## src/gdfr_pkg.sv

```systemverilog
package gdfr_pkg;

   // Clock and timing figures.
   localparam int unsigned CLK_HZ       = 50_000_000;
   localparam int unsigned MS_PER_S     = 1000;
   localparam int unsigned HICCUP_MS    = 63;
   localparam int unsigned RAIL_WAIT_MS = 150;
   localparam int unsigned CP_WAIT_MS   = 150;
   localparam int unsigned MAX_RETRY    = 5;

   // Fault condition vector: class a, class b, class c slices.
   localparam int FAULT_W = 11;
   localparam int FA_LO   = 0;
   localparam int FA_W    = 5;
   localparam int FB_LO   = 5;
   localparam int FB_W    = 3;
   localparam int FC_LO   = 8;
   localparam int FC_W    = 3;

   // Bits inside the status groups.
   localparam int G0_CLS_A   = 0;
   localparam int G0_CLS_B   = 1;
   localparam int G0_CLS_C   = 2;
   localparam int G0_SUMMARY = 7;
   localparam int G2_CP_UV   = 0;
   localparam int G2_REG_OC  = 1;
   localparam int G2_RAIL_UV = 2;
   localparam int CTL1_CLEAR = 0;

   // Driver register port addresses.
   typedef logic [2:0] dev_addr_t;
   localparam dev_addr_t DA_STATUS0 = 3'h0;
   localparam dev_addr_t DA_STATUS1 = 3'h1;
   localparam dev_addr_t DA_STATUS2 = 3'h2;
   localparam dev_addr_t DA_STATUS3 = 3'h3;
   localparam dev_addr_t DA_IC_CTL1 = 3'h4;

   // Controller registers on AXI4-Lite.
   typedef logic [3:0] axi_addr_t;
   localparam axi_addr_t A_CTRL    = 4'h0;
   localparam axi_addr_t A_STATUS  = 4'h4;
   localparam axi_addr_t A_FAULTS  = 4'h8;
   localparam axi_addr_t A_CMP_APP = 4'hc;
   localparam logic [1:0] RESP_OKAY   = 2'h0;
   localparam logic [1:0] RESP_SLVERR = 2'h2;
   localparam int C_DRIVE_EN  = 0;
   localparam int C_ERR_EVENT = 1;
   localparam int CA_OE_LO    = 0;
   localparam int CA_OUT_LO   = 4;
   localparam int ST_STATE_LO = 0;
   localparam int ST_RESULT_LO = 4;
   localparam int ST_BUSY     = 7;
   localparam int ST_RETRY_LO = 8;
   localparam int ST_FAULT_N  = 11;
   localparam logic [2:0] CMP_ALL_INPUT = 3'h7;

   typedef enum logic [3:0] {
      S_IDLE     = 4'b0000,
      S_CHECK_EN = 4'b0001,
      S_NEXT     = 4'b0010,
      S_READ     = 4'b0011,
      S_CLASSIFY = 4'b0100,
      S_CONFIRM  = 4'b0101,
      S_WAIT     = 4'b0110,
      S_CHECK_B  = 4'b0111,
      S_CLEAR    = 4'b1000,
      S_CLR_WAIT = 4'b1001
   } seq_state_t;

   typedef enum logic [2:0] {
      RES_NONE        = 3'b000,
      RES_NONRECOV    = 3'b001,
      RES_EXTERNAL    = 3'b010,
      RES_RECOVERED   = 3'b011,
      RES_RETRY_LATER = 3'b100,
      RES_REGULATOR   = 3'b101,
      RES_OVERCURRENT = 3'b110
   } result_t;

endpackage

```

## src/gdfr_if.sv

```systemverilog
`timescale 1ns/1ps
interface gdfr_if;
   logic                enable;
   logic [5:0]          gate_drive_input;
   logic                fault_indicator_n;
   logic [2:0]          cmp_dev_out;
   logic [2:0]          cmp_dev_oe_n;
   logic [2:0]          cmp_ctl_out;
   logic [2:0]          cmp_ctl_oe_n;
   logic [2:0]          comparator_out_pin;
   logic                reg_req;
   logic                reg_we;
   gdfr_pkg::dev_addr_t reg_addr;
   logic [7:0]          reg_wdata;
   logic [7:0]          reg_rdata;
   logic                reg_ack;

   // Wire level of each comparator pin; an undriven pin reads high.
   always_comb begin
      for (int i = 0; i < 3; i++) begin
         if (!cmp_dev_oe_n[i]) comparator_out_pin[i] = cmp_dev_out[i];
         else if (!cmp_ctl_oe_n[i]) comparator_out_pin[i] = cmp_ctl_out[i];
         else comparator_out_pin[i] = 1'b1;
      end
   end

   modport device (
      input  enable, gate_drive_input, cmp_ctl_out, cmp_ctl_oe_n,
      input  comparator_out_pin, reg_req, reg_we, reg_addr, reg_wdata,
      output fault_indicator_n, cmp_dev_out, cmp_dev_oe_n,
      output reg_rdata, reg_ack
   );

   modport controller (
      output enable, gate_drive_input, cmp_ctl_out, cmp_ctl_oe_n,
      output reg_req, reg_we, reg_addr, reg_wdata,
      input  fault_indicator_n, cmp_dev_out, cmp_dev_oe_n,
      input  comparator_out_pin, reg_rdata, reg_ack
   );
endinterface

```

## src/gdfr_controller.sv

```systemverilog
// Chosen here: the placing of the registers and the AXI4-Lite slave port.
`timescale 1ns/1ps
module gdfr_controller #(
   parameter int unsigned CLK_HZ = gdfr_pkg::CLK_HZ,
   parameter int unsigned RAIL_WAIT_CYC =
      gdfr_pkg::RAIL_WAIT_MS * (CLK_HZ / gdfr_pkg::MS_PER_S),
   parameter int unsigned CP_WAIT_CYC =
      gdfr_pkg::CP_WAIT_MS * (CLK_HZ / gdfr_pkg::MS_PER_S),
   parameter int unsigned MAX_RETRY = gdfr_pkg::MAX_RETRY
) (
   // Clock and reset.
   input  wire logic                aclk,
   input  wire logic                aresetn,
   // AXI4-Lite write channels.
   input  wire logic                awvalid,
   output logic                     awready,
   input  wire gdfr_pkg::axi_addr_t awaddr,
   input  wire logic [2:0]          awprot,
   input  wire logic                wvalid,
   output logic                     wready,
   input  wire logic [31:0]         wdata,
   input  wire logic [3:0]          wstrb,
   output logic                     bvalid,
   input  wire logic                bready,
   output logic [1:0]               bresp,
   // AXI4-Lite read channels.
   input  wire logic                arvalid,
   output logic                     arready,
   input  wire gdfr_pkg::axi_addr_t araddr,
   input  wire logic [2:0]          arprot,
   output logic                     rvalid,
   input  wire logic                rready,
   output logic [31:0]              rdata,
   output logic [1:0]               rresp,
   // Motor control PWM request.
   input  wire logic [5:0]          pwm_in,
   // Link to the driver.
   gdfr_if.controller               link
);
   import gdfr_pkg::*;

   typedef struct packed {
      logic        aw_got;
      axi_addr_t   waddr;
      logic        w_got;
      logic [31:0] wd;
      logic [3:0]  ws;
      logic        bvalid;
      logic [1:0]  bresp;
      logic        rvalid;
      logic [31:0] rdata;
      logic [1:0]  rresp;
      logic        en;
      logic        pend;
      logic [2:0]  app_oe_n;
      logic [2:0]  app_out;
      seq_state_t  st;
      result_t     res;
      logic [2:0]  retries;
      logic [31:0] cnt;
      logic [1:0]  idx;
      logic [31:0] grp;
      logic        block;
      logic        cmp_in;
      logic        req;
      logic        we;
      dev_addr_t   addr;
      logic [7:0]  wdat;
      logic [5:0]  gate;
      logic [2:0]  cmp_oe_n;
      logic [2:0]  cmp_out;
   } ctl_state_t;

   ctl_state_t s;
   ctl_state_t next_s;
   logic       set_pend;
   logic       busy;
   logic [31:0] status_word;

   assign busy = (s.st != S_IDLE);
   assign status_word = {20'h00000, link.fault_indicator_n, s.retries,
                         busy, s.res, s.st};

   // Handshake readiness of the register bus.
   assign awready = ~s.aw_got & ~s.bvalid;
   assign wready  = ~s.w_got & ~s.bvalid;
   assign arready = ~s.rvalid;

   // Bus slave, then the recovery sequencer.
   always_comb begin
      next_s   = s;
      set_pend = 1'b0;
      if (awvalid && awready) begin
         next_s.aw_got = 1'b1;
         next_s.waddr  = awaddr;
      end
      if (wvalid && wready) begin
         next_s.w_got = 1'b1;
         next_s.wd    = wdata;
         next_s.ws    = wstrb;
      end
      if (s.bvalid && bready) next_s.bvalid = 1'b0;
      if (s.aw_got && s.w_got && !s.bvalid) begin
         next_s.aw_got = 1'b0;
         next_s.w_got  = 1'b0;
         next_s.bvalid = 1'b1;
         next_s.bresp  = RESP_OKAY;
         case (s.waddr)
            A_CTRL: if (s.ws[0]) begin
               next_s.en = s.wd[C_DRIVE_EN];
               set_pend  = s.wd[C_ERR_EVENT];
            end
            A_CMP_APP: if (s.ws[0]) begin
               next_s.app_oe_n = s.wd[CA_OE_LO +: 3];
               next_s.app_out  = s.wd[CA_OUT_LO +: 3];
            end
            A_STATUS, A_FAULTS: next_s.bresp = RESP_OKAY;
            default: next_s.bresp = RESP_SLVERR;
         endcase
      end
      if (s.rvalid && rready) next_s.rvalid = 1'b0;
      if (arvalid && arready) begin
         next_s.rvalid = 1'b1;
         next_s.rresp  = RESP_OKAY;
         case (araddr)
            A_CTRL:    next_s.rdata = {31'h0, s.en};
            A_STATUS:  next_s.rdata = status_word;
            A_FAULTS:  next_s.rdata = s.grp;
            A_CMP_APP: next_s.rdata = {25'h0, s.app_out, 1'b0, s.app_oe_n};
            default: begin
               next_s.rdata = 32'h0;
               next_s.rresp = RESP_SLVERR;
            end
         endcase
      end
      // An event during the take is kept: set wins over clear.
      if (set_pend) next_s.pend = 1'b1;

      case (s.st)
         S_IDLE: if (s.pend) begin
            next_s.pend    = set_pend;
            next_s.retries = 3'h0;
            next_s.res     = RES_NONE;
            next_s.st      = S_CHECK_EN;
         end
         S_CHECK_EN: begin
            if (!s.en) begin
               next_s.res = RES_NONRECOV;
               next_s.st  = S_IDLE;
            end else begin
               next_s.idx = 2'h0;
               next_s.st  = S_NEXT;
            end
         end
         S_NEXT: begin
            next_s.req  = 1'b1;
            next_s.we   = 1'b0;
            next_s.addr = dev_addr_t'(s.idx);
            next_s.st   = S_READ;
         end
         S_READ: if (link.reg_ack) begin
            next_s.req = 1'b0;
            next_s.grp[8*s.idx +: 8] = link.reg_rdata;
            next_s.idx = s.idx + 2'h1;
            next_s.st  = S_NEXT;
            if (s.idx == 2'h0) begin
               if (!link.reg_rdata[G0_SUMMARY]) begin
                  next_s.res = RES_EXTERNAL;
                  next_s.st  = S_IDLE;
               end else begin
                  next_s.block  = 1'b1;
                  next_s.cmp_in = 1'b1;
               end
            end else if (s.idx == 2'h3) begin
               next_s.st = S_CLASSIFY;
            end
         end
         S_CLASSIFY: begin
            // Latched first, then rail restart, then self-recovering.
            if (|s.grp[24 +: FC_W]) begin
               next_s.en  = 1'b0;
               next_s.res = RES_OVERCURRENT;
               next_s.st  = S_IDLE;
            end else if (s.grp[16+G2_REG_OC] || s.grp[16+G2_RAIL_UV]) begin
               next_s.cnt = 32'(RAIL_WAIT_CYC);
               next_s.st  = S_WAIT;
            end else if (s.grp[16+G2_CP_UV]) begin
               next_s.cnt = 32'(CP_WAIT_CYC);
               next_s.st  = S_WAIT;
            end else begin
               next_s.st = S_CONFIRM;
            end
         end
         S_CONFIRM: begin
            if (link.fault_indicator_n) begin
               next_s.st = S_CLEAR;
            end else begin
               next_s.res = RES_RETRY_LATER;
               next_s.st  = S_IDLE;
            end
         end
         S_WAIT: begin
            if (s.cnt <= 32'h1) next_s.st = S_CHECK_B;
            else next_s.cnt = s.cnt - 32'h1;
         end
         S_CHECK_B: begin
            if (link.fault_indicator_n) begin
               next_s.st = S_CLEAR;
            end else if (32'(s.retries) + 32'h1 >= 32'(MAX_RETRY)) begin
               next_s.en  = 1'b0;
               next_s.res = RES_REGULATOR;
               next_s.st  = S_IDLE;
            end else begin
               next_s.retries = s.retries + 3'h1;
               next_s.cnt = s.grp[16+G2_CP_UV] &&
                            !(s.grp[16+G2_REG_OC] || s.grp[16+G2_RAIL_UV]) ?
                            32'(CP_WAIT_CYC) : 32'(RAIL_WAIT_CYC);
               next_s.st = S_WAIT;
            end
         end
         S_CLEAR: begin
            next_s.req  = 1'b1;
            next_s.we   = 1'b1;
            next_s.addr = DA_IC_CTL1;
            next_s.wdat = 8'(1 << CTL1_CLEAR);
            next_s.st   = S_CLR_WAIT;
         end
         S_CLR_WAIT: if (link.reg_ack) begin
            next_s.req    = 1'b0;
            next_s.we     = 1'b0;
            next_s.block  = 1'b0;
            next_s.cmp_in = 1'b0;
            next_s.res    = RES_RECOVERED;
            next_s.st     = S_IDLE;
         end
         default: next_s.st = S_IDLE;
      endcase

      // Pin drive follows the next state so it is never a cycle stale.
      next_s.gate     = next_s.block ? 6'h00 : pwm_in;
      next_s.cmp_oe_n = next_s.cmp_in ? CMP_ALL_INPUT : next_s.app_oe_n;
      next_s.cmp_out  = next_s.app_out;
   end

   // State register.
   always_ff @(posedge aclk) begin
      if (!aresetn) begin
         s <= '0;
         s.app_oe_n <= CMP_ALL_INPUT;
         s.cmp_oe_n <= CMP_ALL_INPUT;
         s.st       <= S_IDLE;
         s.res      <= RES_NONE;
      end else begin
         s <= next_s;
      end
   end

   // Outputs from the state register.
   assign bvalid                = s.bvalid;
   assign bresp                 = s.bresp;
   assign rvalid                = s.rvalid;
   assign rdata                 = s.rdata;
   assign rresp                 = s.rresp;
   assign link.enable           = s.en;
   assign link.gate_drive_input = s.gate;
   assign link.cmp_ctl_oe_n     = s.cmp_oe_n;
   assign link.cmp_ctl_out      = s.cmp_out;
   assign link.reg_req          = s.req;
   assign link.reg_we           = s.we;
   assign link.reg_addr         = s.addr;
   assign link.reg_wdata        = s.wdat;

endmodule // gdfr_controller

```

## src/flat_wrapper.sv

```systemverilog
// flat-port wrapper written by rule: the top's interface ports become plain ports
module gdfr_controller_flat import gdfr_pkg::*;
#(
   parameter int unsigned CLK_HZ = gdfr_pkg::CLK_HZ,
   parameter int unsigned RAIL_WAIT_CYC =
      gdfr_pkg::RAIL_WAIT_MS * (CLK_HZ / gdfr_pkg::MS_PER_S),
   parameter int unsigned CP_WAIT_CYC =
      gdfr_pkg::CP_WAIT_MS * (CLK_HZ / gdfr_pkg::MS_PER_S),
   parameter int unsigned MAX_RETRY = gdfr_pkg::MAX_RETRY
)
  (aclk, aresetn, awvalid, awready, awaddr, awprot, wvalid, wready, wdata, wstrb, bvalid, bready, bresp, arvalid, arready, araddr, arprot, rvalid, rready, rdata, rresp, pwm_in, link_enable, link_gate_drive_input, link_cmp_ctl_out, link_cmp_ctl_oe_n, link_reg_req, link_reg_we, link_reg_addr, link_reg_wdata, link_fault_indicator_n, link_cmp_dev_out, link_cmp_dev_oe_n, link_comparator_out_pin, link_reg_rdata, link_reg_ack);
  gdfr_if link_i ();
  input  wire logic aclk;
  input  wire logic aresetn;
  input  wire logic awvalid;
  output logic awready;
  input  wire gdfr_pkg::axi_addr_t awaddr;
  input  wire logic [2:0] awprot;
  input  wire logic wvalid;
  output logic wready;
  input  wire logic [31:0] wdata;
  input  wire logic [3:0] wstrb;
  output logic bvalid;
  input  wire logic bready;
  output logic [1:0] bresp;
  input  wire logic arvalid;
  output logic arready;
  input  wire gdfr_pkg::axi_addr_t araddr;
  input  wire logic [2:0] arprot;
  output logic rvalid;
  input  wire logic rready;
  output logic [31:0] rdata;
  output logic [1:0] rresp;
  input  wire logic [5:0] pwm_in;
  output wire logic [$bits(link_i.enable)-1:0] link_enable;
  output wire logic [$bits(link_i.gate_drive_input)-1:0] link_gate_drive_input;
  output wire logic [$bits(link_i.cmp_ctl_out)-1:0] link_cmp_ctl_out;
  output wire logic [$bits(link_i.cmp_ctl_oe_n)-1:0] link_cmp_ctl_oe_n;
  output wire logic [$bits(link_i.reg_req)-1:0] link_reg_req;
  output wire logic [$bits(link_i.reg_we)-1:0] link_reg_we;
  output wire logic [$bits(link_i.reg_addr)-1:0] link_reg_addr;
  output wire logic [$bits(link_i.reg_wdata)-1:0] link_reg_wdata;
  input wire logic [$bits(link_i.fault_indicator_n)-1:0] link_fault_indicator_n;
  input wire logic [$bits(link_i.cmp_dev_out)-1:0] link_cmp_dev_out;
  input wire logic [$bits(link_i.cmp_dev_oe_n)-1:0] link_cmp_dev_oe_n;
  input wire logic [$bits(link_i.comparator_out_pin)-1:0] link_comparator_out_pin;
  input wire logic [$bits(link_i.reg_rdata)-1:0] link_reg_rdata;
  input wire logic [$bits(link_i.reg_ack)-1:0] link_reg_ack;
  assign link_enable = link_i.enable;
  assign link_gate_drive_input = link_i.gate_drive_input;
  assign link_cmp_ctl_out = {>>{link_i.cmp_ctl_out}};
  assign link_cmp_ctl_oe_n = {>>{link_i.cmp_ctl_oe_n}};
  assign link_reg_req = link_i.reg_req;
  assign link_reg_we = link_i.reg_we;
  assign link_reg_addr = link_i.reg_addr;
  assign link_reg_wdata = link_i.reg_wdata;
  assign link_i.fault_indicator_n = link_fault_indicator_n;
  assign link_i.cmp_dev_out = {>>{link_cmp_dev_out}};
  assign link_i.cmp_dev_oe_n = {>>{link_cmp_dev_oe_n}};
  assign link_i.comparator_out_pin = {>>{link_comparator_out_pin}};
  assign link_i.reg_rdata = link_reg_rdata;
  assign link_i.reg_ack = link_reg_ack;
  gdfr_controller #(.CLK_HZ(CLK_HZ), .RAIL_WAIT_CYC(RAIL_WAIT_CYC), .CP_WAIT_CYC(CP_WAIT_CYC), .MAX_RETRY(MAX_RETRY)) u_core (.aclk(aclk), .aresetn(aresetn), .awvalid(awvalid), .awready(awready), .awaddr(awaddr), .awprot(awprot), .wvalid(wvalid), .wready(wready), .wdata(wdata), .wstrb(wstrb), .bvalid(bvalid), .bready(bready), .bresp(bresp), .arvalid(arvalid), .arready(arready), .araddr(araddr), .arprot(arprot), .rvalid(rvalid), .rready(rready), .rdata(rdata), .rresp(rresp), .pwm_in(pwm_in), .link(link_i));
endmodule
```

## config.mk

```make
export PLATFORM = sky130hd
export DESIGN_NAME = gdfr_controller_flat
export DESIGN_NICKNAME = d
export VERILOG_FILES = /design/src/gdfr_pkg.sv /design/src/gdfr_if.sv /design/src/gdfr_controller.sv /design/src/flat_wrapper.sv
export SDC_FILE = /design/constraint.sdc
export NUM_CORES = 1
export LEC_CHECK = 0
export ABC_AREA = 1
export BUFFER_PORTS_ARGS = -buffer_cell sky130_fd_sc_hd__buf_4
export CORE_AREA = 2 2 151 153
export CTS_BUF_LIST = sky130_fd_sc_hd__clkbuf_16
export DETAILED_ROUTE_END_ITERATION = 10
export DIE_AREA = 0 0 153 155
export PLACE_DENSITY = 0.61
export SLEW_MARGIN = 30
export SYNTH_ARGS = -nofsm -noshare
export SYNTH_HDL_FRONTEND = slang
export SYNTH_SLANG_ARGS = --single-unit
```

## constraint.sdc

```tcl
create_clock -name aclk -period 2.9 [get_ports aclk]
set_input_delay 0.58 -clock aclk [delete_from_list [all_inputs] [get_ports aclk]]
set_output_delay 0.58 -clock aclk [all_outputs]
set_load 0.03 [all_outputs]
```

==> impl_summary.log <==
INFO  metric timing_max_transition_violations_final = 0
INFO  metric hold_path_class = input port to flip-flop
INFO  metric clk_transition_reported_paths = 0.07 ns
INFO  metric synthDominantAreaCellType = dfxtp_1
INFO  metric via_count_of_the_first_global_routing_pass = 6701
INFO  metric synth.ff_latch_count = 150
INFO  metric timing.critical_path.mode_cell = inv_1
INFO  metric worst_hold_path.num_cells = 3
INFO  metric maxCapViolations = 0
INFO  metric grt_usage = 16.6%
INFO  metric firstDrtPassIters = 6
INFO  metric setup_violations = 0
INFO  metric viasPerCell = 4.81
INFO  metric combinationalPowerShare = 13.5%
INFO  metric worstPathArrival = 2.65 ns
INFO  metric layout_cells_sized_above_1 = 15.3%
INFO  metric antenna_left = 0
INFO  metric detailroute.via_count = 7040
INFO  metric timing.critical_path.cells = inv_1, ha_1, inv_1, nor2_1, inv_1, nor2_1, a21oi_1, a211oi_1
INFO  metric layout.cells.non_filler = 1465
INFO  metric dp_worst_setup_slack = 0.681 ns
INFO  metric vertical_extent_of_the_die = 155 um
INFO  metric finalCritPeriodShare = 79.3%
INFO  metric power.net_switching = 1550 uW
INFO  metric worstSetupStartpointType = flip-flop
INFO  metric cts.sink_count = 150
INFO  metric topRoutingLayerUsed = met4
INFO  metric synth_async_sr_flop_share = 0%
INFO  metric yosys_warn_count = 0
INFO  metric die_x = 153 um
INFO  metric synth.lib_cells_used.distinct = 37
INFO  metric port_buffers = 95
INFO  metric finalCoreUtilization = 39.5%
INFO  metric place_hpwl = 14400 um
INFO  metric synth_top_flop_cell = dfxtp_1
INFO  metric drt-wirelength-per-cell = 13.4 um
INFO  metric fraction_of_post_synthesis_cell_area_in_the_top_cell_type_by_area = 39.4%
INFO  metric boundaryPins = 149
INFO  metric clock-skew-final = 0.0128 ns
INFO  metric wl_met1 = 8920 um
INFO  metric r2r_setup_slack = 0.60 ns
INFO  metric p_per_area = 578 mW/mm^2
INFO  metric final_critical_path_setup_slack = 0.600 ns
INFO  metric setup.worst_path.class = flip-flop to flip-flop
INFO  metric met3_length = 798 um
INFO  metric post_synth_most_frequent_cells = nand2_1, nor2_1, dfxtp_1
INFO  metric pin_count_of_the_biggest_net_entering_global_routing = 54
INFO  metric cts_inserted_buffers = 17
INFO  metric ys_top_cells_by_area = dfxtp_1, nand2_1, nor2_1, a21oi_1, buf_4
INFO  metric timing.slew.headroom = 60.0%
INFO  metric antenna_found_initial = 0
INFO  metric clock_tree.root_cell = clkbuf_16
INFO  metric synthesis.instances = 1128
INFO  metric clock_tree_buf_depth = 2
INFO  metric power.share.clock = 43.1%
INFO  metric reg2reg_depth = 8
INFO  metric grt_remaining_overflow = 0
INFO  metric grt_first_pass_wirelength = 32400 um
INFO  metric setup_repair_after_global_routing_missed_its_margin = false
INFO  metric cts.repair.resized = 0
INFO  metric internal-power = 3520 uW
INFO  metric post-synth-top-count-cell = nand2_1
INFO  metric tritoncts = yes
INFO  metric worst_ep_required_time = 3.25 ns
INFO  metric setup_total_negative_slack = 0 ns
INFO  metric timing.critical_path.to_type = flip-flop
INFO  metric postRouteWirelength = 19700 um
INFO  metric worstPathMaxFanout = 8
INFO  metric achievable-frequency = 435 MHz
INFO  metric synth_area_per_cell = 6.75 sq um
INFO  metric placed_cells_incl_taps = 1433
INFO  metric switching_share = 30.5%
INFO  metric area_growth_syn_to_layout = 15.2%
INFO  metric timing.critical_path.slowest_stage_cell = dfxtp_1
INFO  metric initial_core_util = 34.3%
INFO  metric clkLatencyLatePin = 0.44 ns
INFO  metric place.gp.congestion = 0.895
INFO  metric status = finished clean
INFO  metric drcViolationCount = 0
INFO  metric final_nets = 1259
INFO  metric fp-row-count = 55
INFO  metric p_leak = 0.00389 uW
INFO  metric die_area = 0.0237 sq mm
INFO  metric min_period = 2.30 ns
INFO  metric antenna_cells_inserted = 0
INFO  metric cts.hold.buffers_added = 0
INFO  metric post_synth_instance_area = 0.00762 sq mm
INFO  metric number_of_synthesized_flops_with_an_enable_pin = 0
INFO  metric first_iter_violations = 413
INFO  metric cts_max_level = 4
INFO  metric post_cts_setup_buffer_count = 0
INFO  metric crit_path_max_incr_delay = 0.43 ns
INFO  metric fp.coreArea = 0.0222 sq mm
INFO  metric register_area_share_after_synthesis = 39.4%
INFO  metric final_hold_viol_count = 0
INFO  metric power_frac_seq = 43.4%
INFO  metric route.met2.wl = 9430 um
INFO  metric worst_slew_pin_slew = 0.595 ns
INFO  metric peakVddDrop = 0.349 mV
## cell type report
type                       instances  area, sq um
fill                            2369        13500
timing repair buffer             108          811
tap                              285          357
clock inverter                    15          151
clock buffer                      17          425
sequential                       150         3000
inverter                          99          372
multi-input combinational        791         3650
## routing by layer
| metal | track usage (%) | vias up |
|---|---|---|
| li1 | - | 3637 |
| met5 | 0 | - |
| met3 | 3.43 | 34 |
| met2 | 28.6 | 148 |
| met4 | 6.53 | 0 |
| met1 | 20.3 | 3221 |
## through the flow
step	instance area (sq um)	hold slack (ns)	total power (uW)
6_report	8770	0.364	5070
2_1_floorplan	7650	0.429	2750
4_1_cts	8770	0.354	5110
3_5_place_dp	8200	0.447	2930
5_1_grt	8770	0.360	5280
3_3_place_gp	8200	0.447	2930
## logic make-up (layout without fill, tap and decap cells)
| group | Yosys count | count (layout) | share of synthesized area, % |
|---|---|---|---|
| buffers and inverters | 195 | 239 | 13.0 |
| AOI/OAI and AO/OA | 216 | 216 | 15.2 |
| DFF | 150 | 150 | 39.4 |
| other | 1 | 9 | 0.0492 |
| and+or+nand+nor | 552 | 552 | 30.3 |
| adders and majority gates | 10 | 10 | 1.64 |
| xor gates and xnor gates | 4 | 4 | 0.460 |
## layout by cell type (no fill, tap or decap), drive strengths merged, types with 4 or more instances in the layout
cell	netlist	final
nand2	260	260
nor2	193	193
dfxtp	150	150
a21oi	121	121
buf	70	108
inv	97	108
o21ai	78	78
nand3	51	51
nand4	17	17
clkbuf	26	17
nor3	14	14
or2	12	12
ha	10	10
conb	1	9
o211ai	6	6
o22ai	4	4
xor2	4	4
clkinv	2	4
## power groups by stage
stage	clock, uW	sequential (uW)	combinational (uW)
3_3_place_gp	0	2240	682
4_1_cts	2230	2200	688
6_report	2190	2200	687
2_1_floorplan	0	2240	509
5_1_grt	2300	2210	770
3_5_place_dp	0	2240	684
## worst max-delay path: cells and delay by family, from the launching register on
family                   cells  cell delay (ns)
AND/OR/NAND/NOR              2             0.78
buffers and inverters        3             0.32
AO/OA/AOI/OAI                2             0.33
flip-flops                   1             0.43
adder cells (fa/ha/maj)      1             0.35
## path summary, 6_finish.rpt
kind,end,from
max,flip-flop,u_core.s[60]
min,u_core.link.gate_drive_input[3],pwm_in[3]
max reg2reg,flip-flop,u_core.s[60]
min reg2reg,u_core.s[149],u_core.s[149]
Note: power is estimated with default switching activity, not from simulation.
